$ cat src/verilog/stm_pkg.sv
`default_nettype none
package stm_pkg;
  localparam int unsigned CLK_HZ = 25000000;
  localparam int unsigned HIT_MAX_MS = 1000;
  localparam int unsigned HOLD_MIN_MS = 2000;
  localparam int unsigned DEBOUNCE_MS = 20;
  localparam int unsigned BLINK_MS = 250;
  localparam int unsigned MS_CYCLES = CLK_HZ / 1000;
  localparam int unsigned HIT_MAX_TICKS = HIT_MAX_MS;
  localparam int unsigned HOLD_MIN_TICKS = HOLD_MIN_MS + 1;
  localparam int unsigned DEBOUNCE_TICKS = DEBOUNCE_MS;
  localparam int unsigned BLINK_TICKS = BLINK_MS;
  // Margin step is 2/180 inch (0.282 mm); adjust values count these steps
  localparam int unsigned STEP_NUM = 2;
  localparam int unsigned STEP_DEN = 180;
  localparam logic [3:0] SEL_LEFT = 4'h8;
  localparam logic [3:0] SEL_TOP = 4'h9;
  localparam logic [3:0] SEL_ACOUST = 4'hA;
  localparam logic [3:0] SEL_USAGE = 4'hB;
  localparam logic [3:0] SEL_LOOP = 4'hC;
  localparam logic [3:0] SEL_QUIT = 4'hF;
  localparam logic [3:0] SEL_EDGE = 4'hD;
  localparam logic [3:0] SEL_FIRST = 4'h1;
  localparam logic [3:0] LED_EXIT = 4'hF;
  localparam logic [3:0] TOP_MAX = 4'h4;
  localparam logic [3:0] LEFT_MAX = 4'h6;
  localparam logic [7:0] MARGIN_RST = 8'h00;
  typedef enum logic [1:0] {STN_OFF, STN_GREEN, STN_RED} stm_color_e;
  typedef struct packed {
    logic blink;
    logic [1:0] color;
  } stm_station_s;
  typedef struct packed {
    logic load;
    logic centre_line;
    logic iso_pattern;
    logic report;
    logic loop_start;
    logic loop_stop;
    logic enter_test;
  } stm_cmd_s;
endpackage : stm_pkg
`default_nettype wire

$ cat src/verilog/stm_menu.sv
// Operation
// - Menu runs only while the lid is removed.
// - Short press under one second is a hit; hit advances test selection.
// - Hold over two seconds enters test; margin/acoustic/usage blink green.
// - Top-margin test shows LEDs on, off, off, on.
// - Hit in top-margin test loads, prints centring line, ejects, shows setting.
// - Step 2/180 inch; three right LEDs magnitude, left LED sign, all lit exit.
// - Hits cycle zero, +1..+4, exit, -4..-1, zero.
// - Hold applies shown increment to top margin; LEDs return to test code.
// - Acoustic test on, off, on, off; hit loads and prints ISO pattern.
// - Usage test on, off, on, on; hit loads and prints report.
// - Keep firmware level, power-on count, character count, both margins.
// - Loopback on, on, off, off; hold runs check, green pass, red fail.
// - Hit stops loopback; LEDs still show loopback.
// - Quit all on: station blinks red, LEDs show edge-detector entry.
// - Lid reinstalled after quit ends menu, station solid green.
// - Left-margin test on, off, off, off; magnitude up to six.
`default_nettype none
module stm_menu
  import stm_pkg::*;
#(
  parameter int unsigned CYC_PER_MS = MS_CYCLES,
  parameter logic [15:0] FW_LEVEL = 16'h0100 // Arbitrary value
) (
  input wire logic clk,
  input wire logic sys_rst,
  input wire logic bar_in,
  input wire logic lid_removed_in,
  input wire logic eject_done,
  input wire logic loop_result_valid,
  input wire logic loop_pass,
  input wire logic char_printed,
  input wire logic [7:0] nvm_top_in,
  input wire logic [7:0] nvm_left_in,
  input wire logic [23:0] nvm_pwr_in,
  input wire logic [31:0] nvm_chars_in,
  output logic [3:0] status_led,
  output logic station_green,
  output logic station_red,
  output logic menu_active,
  output stm_cmd_s cmd,
  output logic [15:0] fw_level,
  output logic [23:0] power_on_count,
  output logic [31:0] char_count,
  output logic [7:0] top_margin,
  output logic [7:0] left_margin,
  output logic nvm_write
);
  // Divider is 16 bits wide
  if (CYC_PER_MS < 2 || CYC_PER_MS > 65536) begin : g_bad_div
    $error("stm_menu: CYC_PER_MS out of range");
  end
  typedef enum logic [2:0] {
    ST_IDLE, ST_BROWSE, ST_ENTERED, ST_PRINTING, ST_ADJUST, ST_LOOP, ST_QUIT
  } stm_state_e;
  stm_state_e state_r;
  logic [15:0] div_r;
  logic tick_ms, blink_tick, blink_ph_r;
  logic [7:0] blink_cnt_r;
  logic lid1_r, lid2_r, loaded_r;
  logic hit, hold;
  logic [3:0] sel_r, adj_led_r;
  logic adj_left_r;
  logic [1:0] loop_res_r;
  stm_station_s stn;

  function automatic logic [3:0] next_sel(input logic [3:0] s);
    logic [3:0] n;
    n = s + 4'h1;
    if (n == SEL_EDGE || n == 4'hE) n = SEL_QUIT;
    if (s == SEL_QUIT) n = SEL_FIRST;
    return n;
  endfunction : next_sel

  // Cyclic increment table, sign on left LED
  function automatic logic [3:0] next_inc(input logic [3:0] v, input logic [3:0] mx);
    logic [3:0] n;
    n = 4'h0;
    if (v == LED_EXIT) n = {1'b1, mx[2:0]};
    else if (!v[3]) n = (v[2:0] == mx[2:0]) ? LED_EXIT : v + 4'h1;
    else n = (v[2:0] == 3'h1) ? 4'h0 : v - 4'h1;
    return n;
  endfunction : next_inc

  function automatic logic [7:0] apply_inc(input logic [7:0] m, input logic [3:0] v);
    logic [7:0] r;
    r = m;
    if (v != LED_EXIT) r = v[3] ? m - {5'h00, v[2:0]} : m + {5'h00, v[2:0]};
    return r;
  endfunction : apply_inc

  always_ff @(posedge clk or posedge sys_rst) begin
    if (sys_rst) begin
      div_r <= 16'h0000;
      tick_ms <= 1'b0;
    end else begin
      tick_ms <= (div_r == 16'(CYC_PER_MS - 1));
      div_r <= (div_r == 16'(CYC_PER_MS - 1)) ? 16'h0000 : div_r + 16'h0001;
    end
  end

  always_ff @(posedge clk or posedge sys_rst) begin
    if (sys_rst) begin
      blink_cnt_r <= 8'h00;
      blink_ph_r <= 1'b0;
    end else if (tick_ms) begin
      if (blink_cnt_r == 8'(BLINK_TICKS - 1)) begin
        blink_cnt_r <= 8'h00;
        blink_ph_r <= ~blink_ph_r;
      end else begin
        blink_cnt_r <= blink_cnt_r + 8'h01;
      end
    end
  end
  assign blink_tick = blink_ph_r;

  always_ff @(posedge clk or posedge sys_rst) begin
    if (sys_rst) begin
      lid1_r <= 1'b0;
      lid2_r <= 1'b0;
    end else begin
      lid1_r <= lid_removed_in;
      lid2_r <= lid1_r;
    end
  end

  stm_press_timer stm_press_timer_inst (
    .clk(clk),
    .sys_rst(sys_rst),
    .tick_ms(tick_ms),
    .bar_in(bar_in),
    .hit(hit),
    .hold(hold)
  );

  always_ff @(posedge clk or posedge sys_rst) begin
    if (sys_rst) begin
      state_r <= ST_IDLE;
      sel_r <= SEL_FIRST;
      adj_led_r <= 4'h0;
      adj_left_r <= 1'b0;
      loop_res_r <= 2'b00;
      cmd <= '0;
    end else begin
      cmd <= '0;
      case (state_r)
        ST_IDLE: begin
          if (lid2_r) begin
            state_r <= ST_BROWSE;
            sel_r <= SEL_FIRST;
          end
        end
        ST_BROWSE: begin
          if (hit) begin
            sel_r <= next_sel(sel_r);
            if (next_sel(sel_r) == SEL_QUIT) state_r <= ST_QUIT;
          end else if (hold) begin
            cmd.enter_test <= 1'b1;
            if (sel_r == SEL_LOOP) begin
              cmd.loop_start <= 1'b1;
              loop_res_r <= 2'b00;
              state_r <= ST_LOOP;
            end else begin
              state_r <= ST_ENTERED;
            end
          end
        end
        ST_ENTERED: begin
          if (hit) begin
            cmd.load <= 1'b1;
            state_r <= ST_PRINTING;
            if (sel_r == SEL_TOP || sel_r == SEL_LEFT) cmd.centre_line <= 1'b1;
            if (sel_r == SEL_ACOUST) cmd.iso_pattern <= 1'b1;
            if (sel_r == SEL_USAGE) cmd.report <= 1'b1;
          end
        end
        ST_PRINTING: begin
          if (eject_done) begin
            adj_led_r <= 4'h0;
            adj_left_r <= (sel_r == SEL_LEFT);
            state_r <= (sel_r == SEL_TOP || sel_r == SEL_LEFT) ? ST_ADJUST : ST_ENTERED;
          end
        end
        ST_ADJUST: begin
          if (hit) begin
            adj_led_r <= next_inc(adj_led_r, adj_left_r ? LEFT_MAX : TOP_MAX);
          end else if (hold) begin
            state_r <= ST_ENTERED;
          end
        end
        ST_LOOP: begin
          if (loop_result_valid) loop_res_r <= {1'b1, loop_pass};
          if (hit) begin
            cmd.loop_stop <= 1'b1;
            state_r <= ST_BROWSE;
          end
        end
        ST_QUIT: begin
          if (!lid2_r) begin
            state_r <= ST_IDLE;
          end else if (hit) begin
            sel_r <= next_sel(sel_r);
            state_r <= ST_BROWSE;
          end
        end
        default: state_r <= ST_IDLE;
      endcase
      if (!lid2_r && state_r != ST_QUIT && state_r != ST_IDLE) state_r <= ST_IDLE;
    end
  end

  always_ff @(posedge clk or posedge sys_rst) begin
    if (sys_rst) begin
      top_margin <= MARGIN_RST;
      left_margin <= MARGIN_RST;
      nvm_write <= 1'b0;
    end else begin
      nvm_write <= 1'b0;
      // Reload after reset too, the lid may already be off
      if (!loaded_r || (state_r == ST_IDLE && !lid2_r && !menu_active)) begin
        top_margin <= nvm_top_in;
        left_margin <= nvm_left_in;
      end
      if (state_r == ST_ADJUST && hold && !hit && adj_led_r != LED_EXIT) begin
        nvm_write <= 1'b1;
        if (adj_left_r) left_margin <= apply_inc(left_margin, adj_led_r);
        else top_margin <= apply_inc(top_margin, adj_led_r);
      end
    end
  end

  always_ff @(posedge clk or posedge sys_rst) begin
    if (sys_rst) begin
      loaded_r <= 1'b0;
      power_on_count <= 24'h000000;
      char_count <= 32'h00000000;
      fw_level <= 16'h0000;
    end else begin
      fw_level <= FW_LEVEL;
      if (!loaded_r) begin
        loaded_r <= 1'b1;
        power_on_count <= nvm_pwr_in + 24'h000001;
        char_count <= nvm_chars_in;
      end else if (char_printed) begin
        char_count <= char_count + 32'h00000001;
      end
    end
  end

  always_comb begin
    stn = '0;
    case (state_r)
      ST_ENTERED, ST_PRINTING, ST_ADJUST: begin
        stn.blink = 1'b1;
        stn.color = STN_GREEN;
      end
      ST_LOOP: begin
        // pass green, fail red
        // Dark until the port check reports
        stn.blink = 1'b1;
        if (loop_res_r[1]) stn.color = loop_res_r[0] ? STN_GREEN : STN_RED;
      end
      ST_QUIT: begin
        stn.blink = 1'b1;
        stn.color = STN_RED;
      end
      ST_IDLE: begin
        stn.color = STN_GREEN;
      end
      default: stn = '0;
    endcase
  end

  always_ff @(posedge clk or posedge sys_rst) begin
    if (sys_rst) begin
      status_led <= 4'h0;
      station_green <= 1'b0;
      station_red <= 1'b0;
      menu_active <= 1'b0;
    end else begin
      menu_active <= (state_r != ST_IDLE);
      station_green <= (stn.color == STN_GREEN) && (!stn.blink || blink_tick);
      station_red <= (stn.color == STN_RED) && (!stn.blink || blink_tick);
      if (state_r == ST_ADJUST) status_led <= adj_led_r;
      else if (state_r == ST_QUIT) status_led <= SEL_EDGE;
      else if (state_r == ST_IDLE) status_led <= 4'h0;
      else status_led <= sel_r;
    end
  end
endmodule : stm_menu
`default_nettype wire

$ cat src/verilog/stm_press_timer.sv
`default_nettype none
module stm_press_timer
  import stm_pkg::*;
#(
  parameter int unsigned DB_TICKS = DEBOUNCE_TICKS
) (
  input wire logic clk,
  input wire logic sys_rst,
  input wire logic tick_ms,
  input wire logic bar_in,
  output logic hit,
  output logic hold
);
  if (DB_TICKS < 1 || DB_TICKS > 255) begin : g_bad_db
    $error("stm_press_timer: bad debounce");
  end
  logic sync1_r, sync2_r, clean_r, held_r;
  logic [7:0] db_r;
  logic [11:0] dur_r;
  always_ff @(posedge clk or posedge sys_rst) begin
    if (sys_rst) begin
      sync1_r <= 1'b0;
      sync2_r <= 1'b0;
    end else begin
      sync1_r <= bar_in;
      sync2_r <= sync1_r;
    end
  end
  always_ff @(posedge clk or posedge sys_rst) begin
    if (sys_rst) begin
      db_r <= 8'h00;
      clean_r <= 1'b0;
    end else if (sync2_r == clean_r) begin
      db_r <= 8'h00;
    end else if (tick_ms) begin
      if (db_r == 8'(DB_TICKS - 1)) begin
        clean_r <= sync2_r;
        db_r <= 8'h00;
      end else begin
        db_r <= db_r + 8'h01;
      end
    end
  end
  always_ff @(posedge clk or posedge sys_rst) begin
    if (sys_rst) begin
      dur_r <= 12'h000;
      held_r <= 1'b0;
      hit <= 1'b0;
      hold <= 1'b0;
    end else begin
      hit <= 1'b0;
      hold <= 1'b0;
      if (clean_r) begin
        if (tick_ms && dur_r != 12'hFFF) dur_r <= dur_r + 12'h001;
        if (!held_r && dur_r >= 12'(HOLD_MIN_TICKS)) begin
          hold <= 1'b1;
          held_r <= 1'b1;
        end
      end else begin
        if (dur_r != 12'h000 && dur_r < 12'(HIT_MAX_TICKS) && !held_r) hit <= 1'b1;
        dur_r <= 12'h000;
        held_r <= 1'b0;
      end
    end
  end
endmodule : stm_press_timer
`default_nettype wire
$ cat config.mk
export PLATFORM = sky130hd
export DESIGN_NAME = stm_menu
export DESIGN_NICKNAME = d
export VERILOG_FILES = /design/src/verilog/stm_pkg.sv /design/src/verilog/stm_menu.sv /design/src/verilog/stm_press_timer.sv
export SDC_FILE = /design/constraint.sdc
export NUM_CORES = 1
export LEC_CHECK = 0
export ABC_AREA = 0
export BUFFER_PORTS_ARGS = -buffer_cell sky130_fd_sc_hd__buf_4
export CAP_MARGIN = 20
export CORE_ASPECT_RATIO = 0.9
export CORE_MARGIN = 2
export CORE_UTILIZATION = 35
export CTS_CLUSTER_SIZE = 28
export DETAILED_ROUTE_END_ITERATION = 8
export PLACE_DENSITY = 0.6
export SLEW_MARGIN = 20
export SYNTH_ARGS = -nofsm -noshare
export SYNTH_HDL_FRONTEND = slang
export SYNTH_SLANG_ARGS = --single-unit
export TNS_END_PERCENT = 10
$ cat constraint.sdc
create_clock -name clk -period 10.65 [get_ports clk]
set_input_delay 2.13 -clock clk [delete_from_list [all_inputs] [get_ports clk]]
set_output_delay 2.13 -clock clk [all_outputs]
set_load 0.03 [all_outputs]
# Yosys cells after proc, flatten, opt, wreduce, memory -nomap -nowiden

Cells that the tools add are included.

Register bits: 156
Input port bits: 80
Output and inout bits: 103
Word-level logic and storage cells: 221

$add $sub $neg: 13
$lt $le $gt $ge: 2
Eq/ne operators: 47
Mux-type cells: 82
Bitwise logic cells: 2
Reduce and logical (&&, ||, !) cells: 39

Operator list:

| operator                | number |
|---|---|
| $mux W8                 | 14 |
| $mux W4                 | 18 |
| $mux W32                | 2 |
| $eq A4 B4 Y1 const B    | 10 |
| $mux W3                 | 13 |
| $add A32 B1 Y32 const B | 1 |
| $add A24 B1 Y24 const B | 1 |
| $mux W12                | 2 |
| $pmux W3 S7             | 1 |
| $mux W1                 | 20 |
| $ne A2 B2 Y1 const B    | 9 |
| $ne A3 B3 Y1 const B    | 6 |
| $add A16 B1 Y16 const B | 1 |
| $add A8 B1 Y8 const B   | 2 |
| $add A8 B3 Y8           | 2 |
| $eq A16 B15 Y1 const B  | 1 |
| $mux W16                | 1 |
| $sub A8 B3 Y8           | 2 |
| $mux W2                 | 7 |
| $logic_and A1 B1 Y1     | 13 |
| $add A12 B1 Y12 const B | 1 |
| $ge A12 B11 Y1 const B  | 1 |
| $lt A12 B10 Y1 const B  | 1 |
| $ne A12 B12 Y1 const B  | 1 |
| 32 further kinds        | 55 |

# Longest topological paths before layout

Depth after elaboration: 12
Gate-level depth with buffers: 12
Mapped depth without buffers: 11

# By module

A second synthesis with hierarchy kept.

Cell total of the unflattened synthesis: 957
Area, all modules: 8897.3 um^2

Modules (own cells, without submodules):

| module          | instances | cells an instance | area an instance (um^2) | sequential area each (um^2) |
|---|---|---|---|---|
| stm_menu        | 1         | 816               | 7462.2                  | 3254.4 |
| stm_press_timer | 1         | 141               | 1435.1                  | 650.6 |

# Least setup slack after synthesis

No wires, ideal clock.

Path kind: input to register
Start point: in char_printed
End point: reg char_count[28]
Setup time: 0.077 ns
Data arrival time: 3.469 ns
Data required time: 10.573 ns
Path slack: 7.104 ns
Stages: 7
Path buffers: 1
Cell sequence: buf_2 nand4_1 nor3_2 and3_1 nand3_1 xor2_1 a21oi_1

Longest elaborated chain between the ends: 1

Ends and longest elaborated chain:

| what                          | line            | text |
|---|---|---|
| from (decl)                   | stm_menu.sv:32  | `input wire logic char_printed,` |
| $ne A2 B2 Y1 (no source line) | n/a             |  |
| to (signal assigned)          | stm_menu.sv:243 | `char_count <= nvm_chars_in;` |
| to (signal assigned)          | stm_menu.sv:245 | `char_count <= char_count + 32'h00000001;` |
| to (decl)                     | stm_menu.sv:44  | `output logic [31:0] char_count,` |

Every way passes these cells.
A chain may end at the register's enable or synchronous reset.

# Final worst setup path

Ends and elaborated chain as after synthesis.

==> qor_table.md <==
| Parameter | Value | Unit |
|:---|:---|:---|
| Outcome | finished, final reports clean | - |
| Clock network power share | 31.8 | % |
| Residual antenna-violating net count after detailed routing | 0 | - |
| Global routing usage summed across all routing layers | 16.1 | % |
| Standard cell core area | 24900 | um^2 |
| Overflow left after global routing | 0 | - |
| Top-level port count | 183 | - |
| Hold/Removal Path Class | reg -> reg | - |
| Proportion of power drawn by flip-flops and latches | 36.3 | % |
| CTS Root Cell | sky130_fd_sc_hd__clkbuf_16 | - |
| HPWL after detailed placement | 15100 | um |
| Setup slack of the worst register-to-register path | 7.28 | ns |
| Worst EP arrival | 3.72 | ns |
| Largest buffer count on any clock path | 2 | - |
| Die width | 171 | um |
| Cell accounting for the most synthesized area | sky130_fd_sc_hd__dfrtp_1 | - |
| Average instance area after synthesis | 9.19 | um^2 |
| CP startpoint kind | primary input | - |
| Fin. Hold Viols | 0 | - |
| Number of warning messages in the yosys log | 0 | - |
| Area share of the leading cell type in the synthesized netlist | 44.1 | % |
| Setup_tns | 0 | ns |
| Number of setup buffers added after CTS | 0 | - |
| Final clock period utilization by the worst path | 32.5 | % |
| Final slew viol count | 0 | - |
| Total Wirelength | 20800 | um |
| Actual transition at the worst max-transition pin | 0.941 | ns |
| Weighted congestion reported at the end of routability-driven placement | 0.860 | - |
| Detail-routed net length per standard cell | 14.2 | um |
| Nets@finish | 1223 | - |
| Router iterations before antenna repair | 5 | - |
| Setup repair after global routing missed its margin | false | - |
| Number of global-route vias before repair | 6945 | - |
| Layout cells sized above 1 | 21.1 | % |
| Total internal power | 1.27 | mW |
| Largest fanout of any net on the critical path | 9 | - |
| Power density over cell area | 180 | nW/um^2 |
| CP Capture Type | register | - |
| Max frequency | 0.289 | GHz |
| Overall power after layout | 1.96 | mW |
| Setup CP Type | in -> reg | - |
| Post-route minimum period | 3.46 | ns |
| Req. time, crit path | 10.91 | ns |
| Number of antenna violations at the first check in global routing | 0 | - |
| Layout-stage area growth over the synthesis result | 24.0 | % |
| Utilization after layout | 43.8 | % |
| Clock tree sinks | 156 | - |
| Share of flip-flops with an asynchronous set or reset after synthesis | 100 | % |
| TritonCTS Buffers | 17 | - |
| #FFs+latches synth | 156 | - |
| Post-route cell area | 10900 | um^2 |
| Post-synth EDFFs | 0 | - |
| Row count | 55 | - |
| Later-pin clock latency in the skew report | 0.42 | ns |
| Remaining max-slew budget at the tightest pin | 37.3 | % |
| Cell types with the highest counts after synthesis | 155 x sky130_fd_sc_hd__dfrtp_1, 116 x sky130_fd_sc_hd__nand2_1, 86 x sky130_fd_sc_hd__nor2_1, 61 x sky130_fd_sc_hd__o21ai_0, 60 x sky130_fd_sc_hd__a21oi_1 | - |
| Post-CTS Resized | 0 | - |
| CTS hold repair buffers | 0 | - |
| Instance count of the mapped netlist | 957 | - |
| First-pass GRT wire length | 34800 | um |
| Tightest hold margin | 0.351 | ns |
| Via density | 4.90 | - |
| Switching Fraction | 35.3 | % |
| Cell area after placement | 10300 | um^2 |
| Clock slew at reported path FFs | 0.06 | ns |
| Port Buf Inserts | 167 | - |
| CTS tree | built | - |
| Vias post-DR | 7164 | - |
| Die Area | 26400 | um^2 |
| Total standard cell area after synthesis | 8800 | um^2 |
| Number of distinct library cells after synthesis | 73 | - |
| Worst vdd rail ir drop | 0.0000956 | V |
| Max-capacitance violation count | 0 | - |
| DRC violation count after routing | 0 | - |
| Antenna diode count | 0 | - |
| Dominant synthesized flop cell | sky130_fd_sc_hd__dfrtp_1 | - |
| Sequential-to-total area share from yosys stat | 44.4 | % |
| Starting utilization of the core area | 35.3 | % |
| Count of final setup violators | 0 | - |
| Height of the die | 154 | um |
| Leading cell type by number of instances after synthesis | sky130_fd_sc_hd__dfrtp_1 | - |
| Largest net degree at the start of global routing | 90 | - |
| Static leakage | 4.80 | nW |
| H-tree depth | 4 | - |
| Synth top area cells | sky130_fd_sc_hd__dfrtp_1 44%, sky130_fd_sc_hd__xor2_1 5.2%, sky130_fd_sc_hd__nand2_1 4.9% | - |
| Portion of total power attributed to combinational logic | 31.9 | % |
| Worst Clk Skew | 0.0114 | ns |
| DRC marker count from the first detailed-route iteration | 333 | - |
| Net Sw Power | 0.694 | mW |
==> stage by stage <==
stage,worst slack [ns],instances
after detailed placement,6.75,1431
final,7.19,1463
after CTS,7.21,1463
after global placement,6.78,1431
after floorplan,4.32,971
after global routing,7.00,1463
==> path summary, 6_finish.rpt <==
kind                            depth (start not counted)                    endpoint                     start
worst max-delay path                                    7  char_count[28]$_DFFE_PP0P_              char_printed
worst min-delay path                                    0            lid2_r$_DFF_PP0_          lid1_r$_DFF_PP0_
worst max register to register                          9   top_margin[7]$_DFFE_PP0P_  adj_led_r[0]$_DFFE_PP0P_
worst min register to register                          0            lid2_r$_DFF_PP0_          lid1_r$_DFF_PP0_
max in group asynchronous                               3          div_r[0]$_DFF_PP0_                   sys_rst
min in group asynchronous                               2  left_margin[0]$_DFFE_PP0P_                   sys_rst
==> power groups by stage <==
stage          clock network [mW]  logic (mW)  registers, mW
4_1_cts                     0.645       0.631          0.713
2_1_floorplan                   0       0.412          0.763
3_3_place_gp                    0       0.617          0.723
5_1_grt                     0.672       0.701          0.724
6_report                    0.625       0.627          0.713
3_5_place_dp                    0       0.628          0.724
==> worst max-delay path, cell delays in order <==
cell and delay [ns]:
sky130_fd_sc_hd__buf_4 0.12, sky130_fd_sc_hd__nand4_1 0.23, sky130_fd_sc_hd__nor3_2 0.57, sky130_fd_sc_hd__and3_1 0.32, sky130_fd_sc_hd__nand3_1 0.11, sky130_fd_sc_hd__xor2_1 0.16
sky130_fd_sc_hd__a21oi_1 0.08
==> flip-flops by register name (all words and copies together) (netlist names), 2 cells and up <==
| signal | flops |
|---|---|
| char_count | 32 |
| power_on_count | 24 |
| div_r | 16 |
| stm_press_timer_inst.dur_r | 12 |
| blink_cnt_r | 8 |
| left_margin | 8 |
| stm_press_timer_inst.db_r | 8 |
| top_margin | 8 |
| cmd | 7 |
| adj_led_r | 4 |
| sel_r | 4 |
| status_led | 4 |
| state_r | 3 |
| loop_res_r | 2 |
==> cell type report <==
type,count,area (um^2)
clock buffers,19,453
repair buffers,171,1280
multi-input cells,737,4580
fillers,2482,14000
clock inverters,13,156
flip-flops and latches,156,3910
inverters,25,101
well taps,342,428
==> cells in the final DEF (no fill, tap or decap), types with 4 or more instances in the layout <==
cell type / netlist / routed
sky130_fd_sc_hd__a211oi_1: 5 / 5
sky130_fd_sc_hd__a21o_1: 8 / 8
sky130_fd_sc_hd__a21oi_1: 60 / 60
sky130_fd_sc_hd__a31oi_1: 5 / 5
sky130_fd_sc_hd__and2_1: 14 / 14
sky130_fd_sc_hd__and3_1: 11 / 11
sky130_fd_sc_hd__and4_1: 4 / 4
sky130_fd_sc_hd__buf_4: 16 / 171
sky130_fd_sc_hd__clkbuf_16: 0 / 17
sky130_fd_sc_hd__clkinv_4: 0 / 4
sky130_fd_sc_hd__conb_1: 2 / 16
sky130_fd_sc_hd__dfrtp_1: 155 / 154
sky130_fd_sc_hd__ha_1: 33 / 33
sky130_fd_sc_hd__inv_1: 21 / 20
sky130_fd_sc_hd__inv_6: 0 / 5
sky130_fd_sc_hd__mux2_2: 4 / 4
sky130_fd_sc_hd__mux2i_1: 15 / 15
sky130_fd_sc_hd__nand2_1: 116 / 116
sky130_fd_sc_hd__nand2b_1: 10 / 10
sky130_fd_sc_hd__nand3_1: 54 / 54
sky130_fd_sc_hd__nand4_1: 20 / 20
sky130_fd_sc_hd__nor2_1: 86 / 86
sky130_fd_sc_hd__nor2b_1: 11 / 11
sky130_fd_sc_hd__nor3_1: 16 / 16
sky130_fd_sc_hd__nor4_2: 4 / 4
sky130_fd_sc_hd__o21ai_0: 61 / 61
sky130_fd_sc_hd__o21ai_1: 18 / 18
sky130_fd_sc_hd__o22ai_1: 4 / 4
sky130_fd_sc_hd__or3_1: 5 / 5
sky130_fd_sc_hd__xnor2_1: 41 / 41
sky130_fd_sc_hd__xor2_1: 52 / 52
==> metal layers <==
| metal | vias up | global-route usage (%) | routed length [um] |
|---|---|---|---|
| met5 | - | 0 | 0 |
| met4 | 0 | 3.91 | 194 |
| met3 | 16 | 4.81 | 1080 |
| met2 | 147 | 24.4 | 9370 |
| met1 | 3411 | 22.6 | 10100 |
| li1 | 3590 | - | - |
==> logic make-up (layout without fill, tap and decap cells) <==
group           count (synthesis)  count (layout)  share of synthesized area (%)
compound gates                193             193                           12.9
xor+xnor                       93              93                           9.26
fa+ha+maj                      35              35                           5.15
buf+inv                        78             228                           4.34
flops                         156             156                           44.4
mux                            20              20                           2.47
other cells                     2              16                         0.0854
simple gates                  380             380                           21.5
No activity file was read; power rests on OpenSTA's default activity.
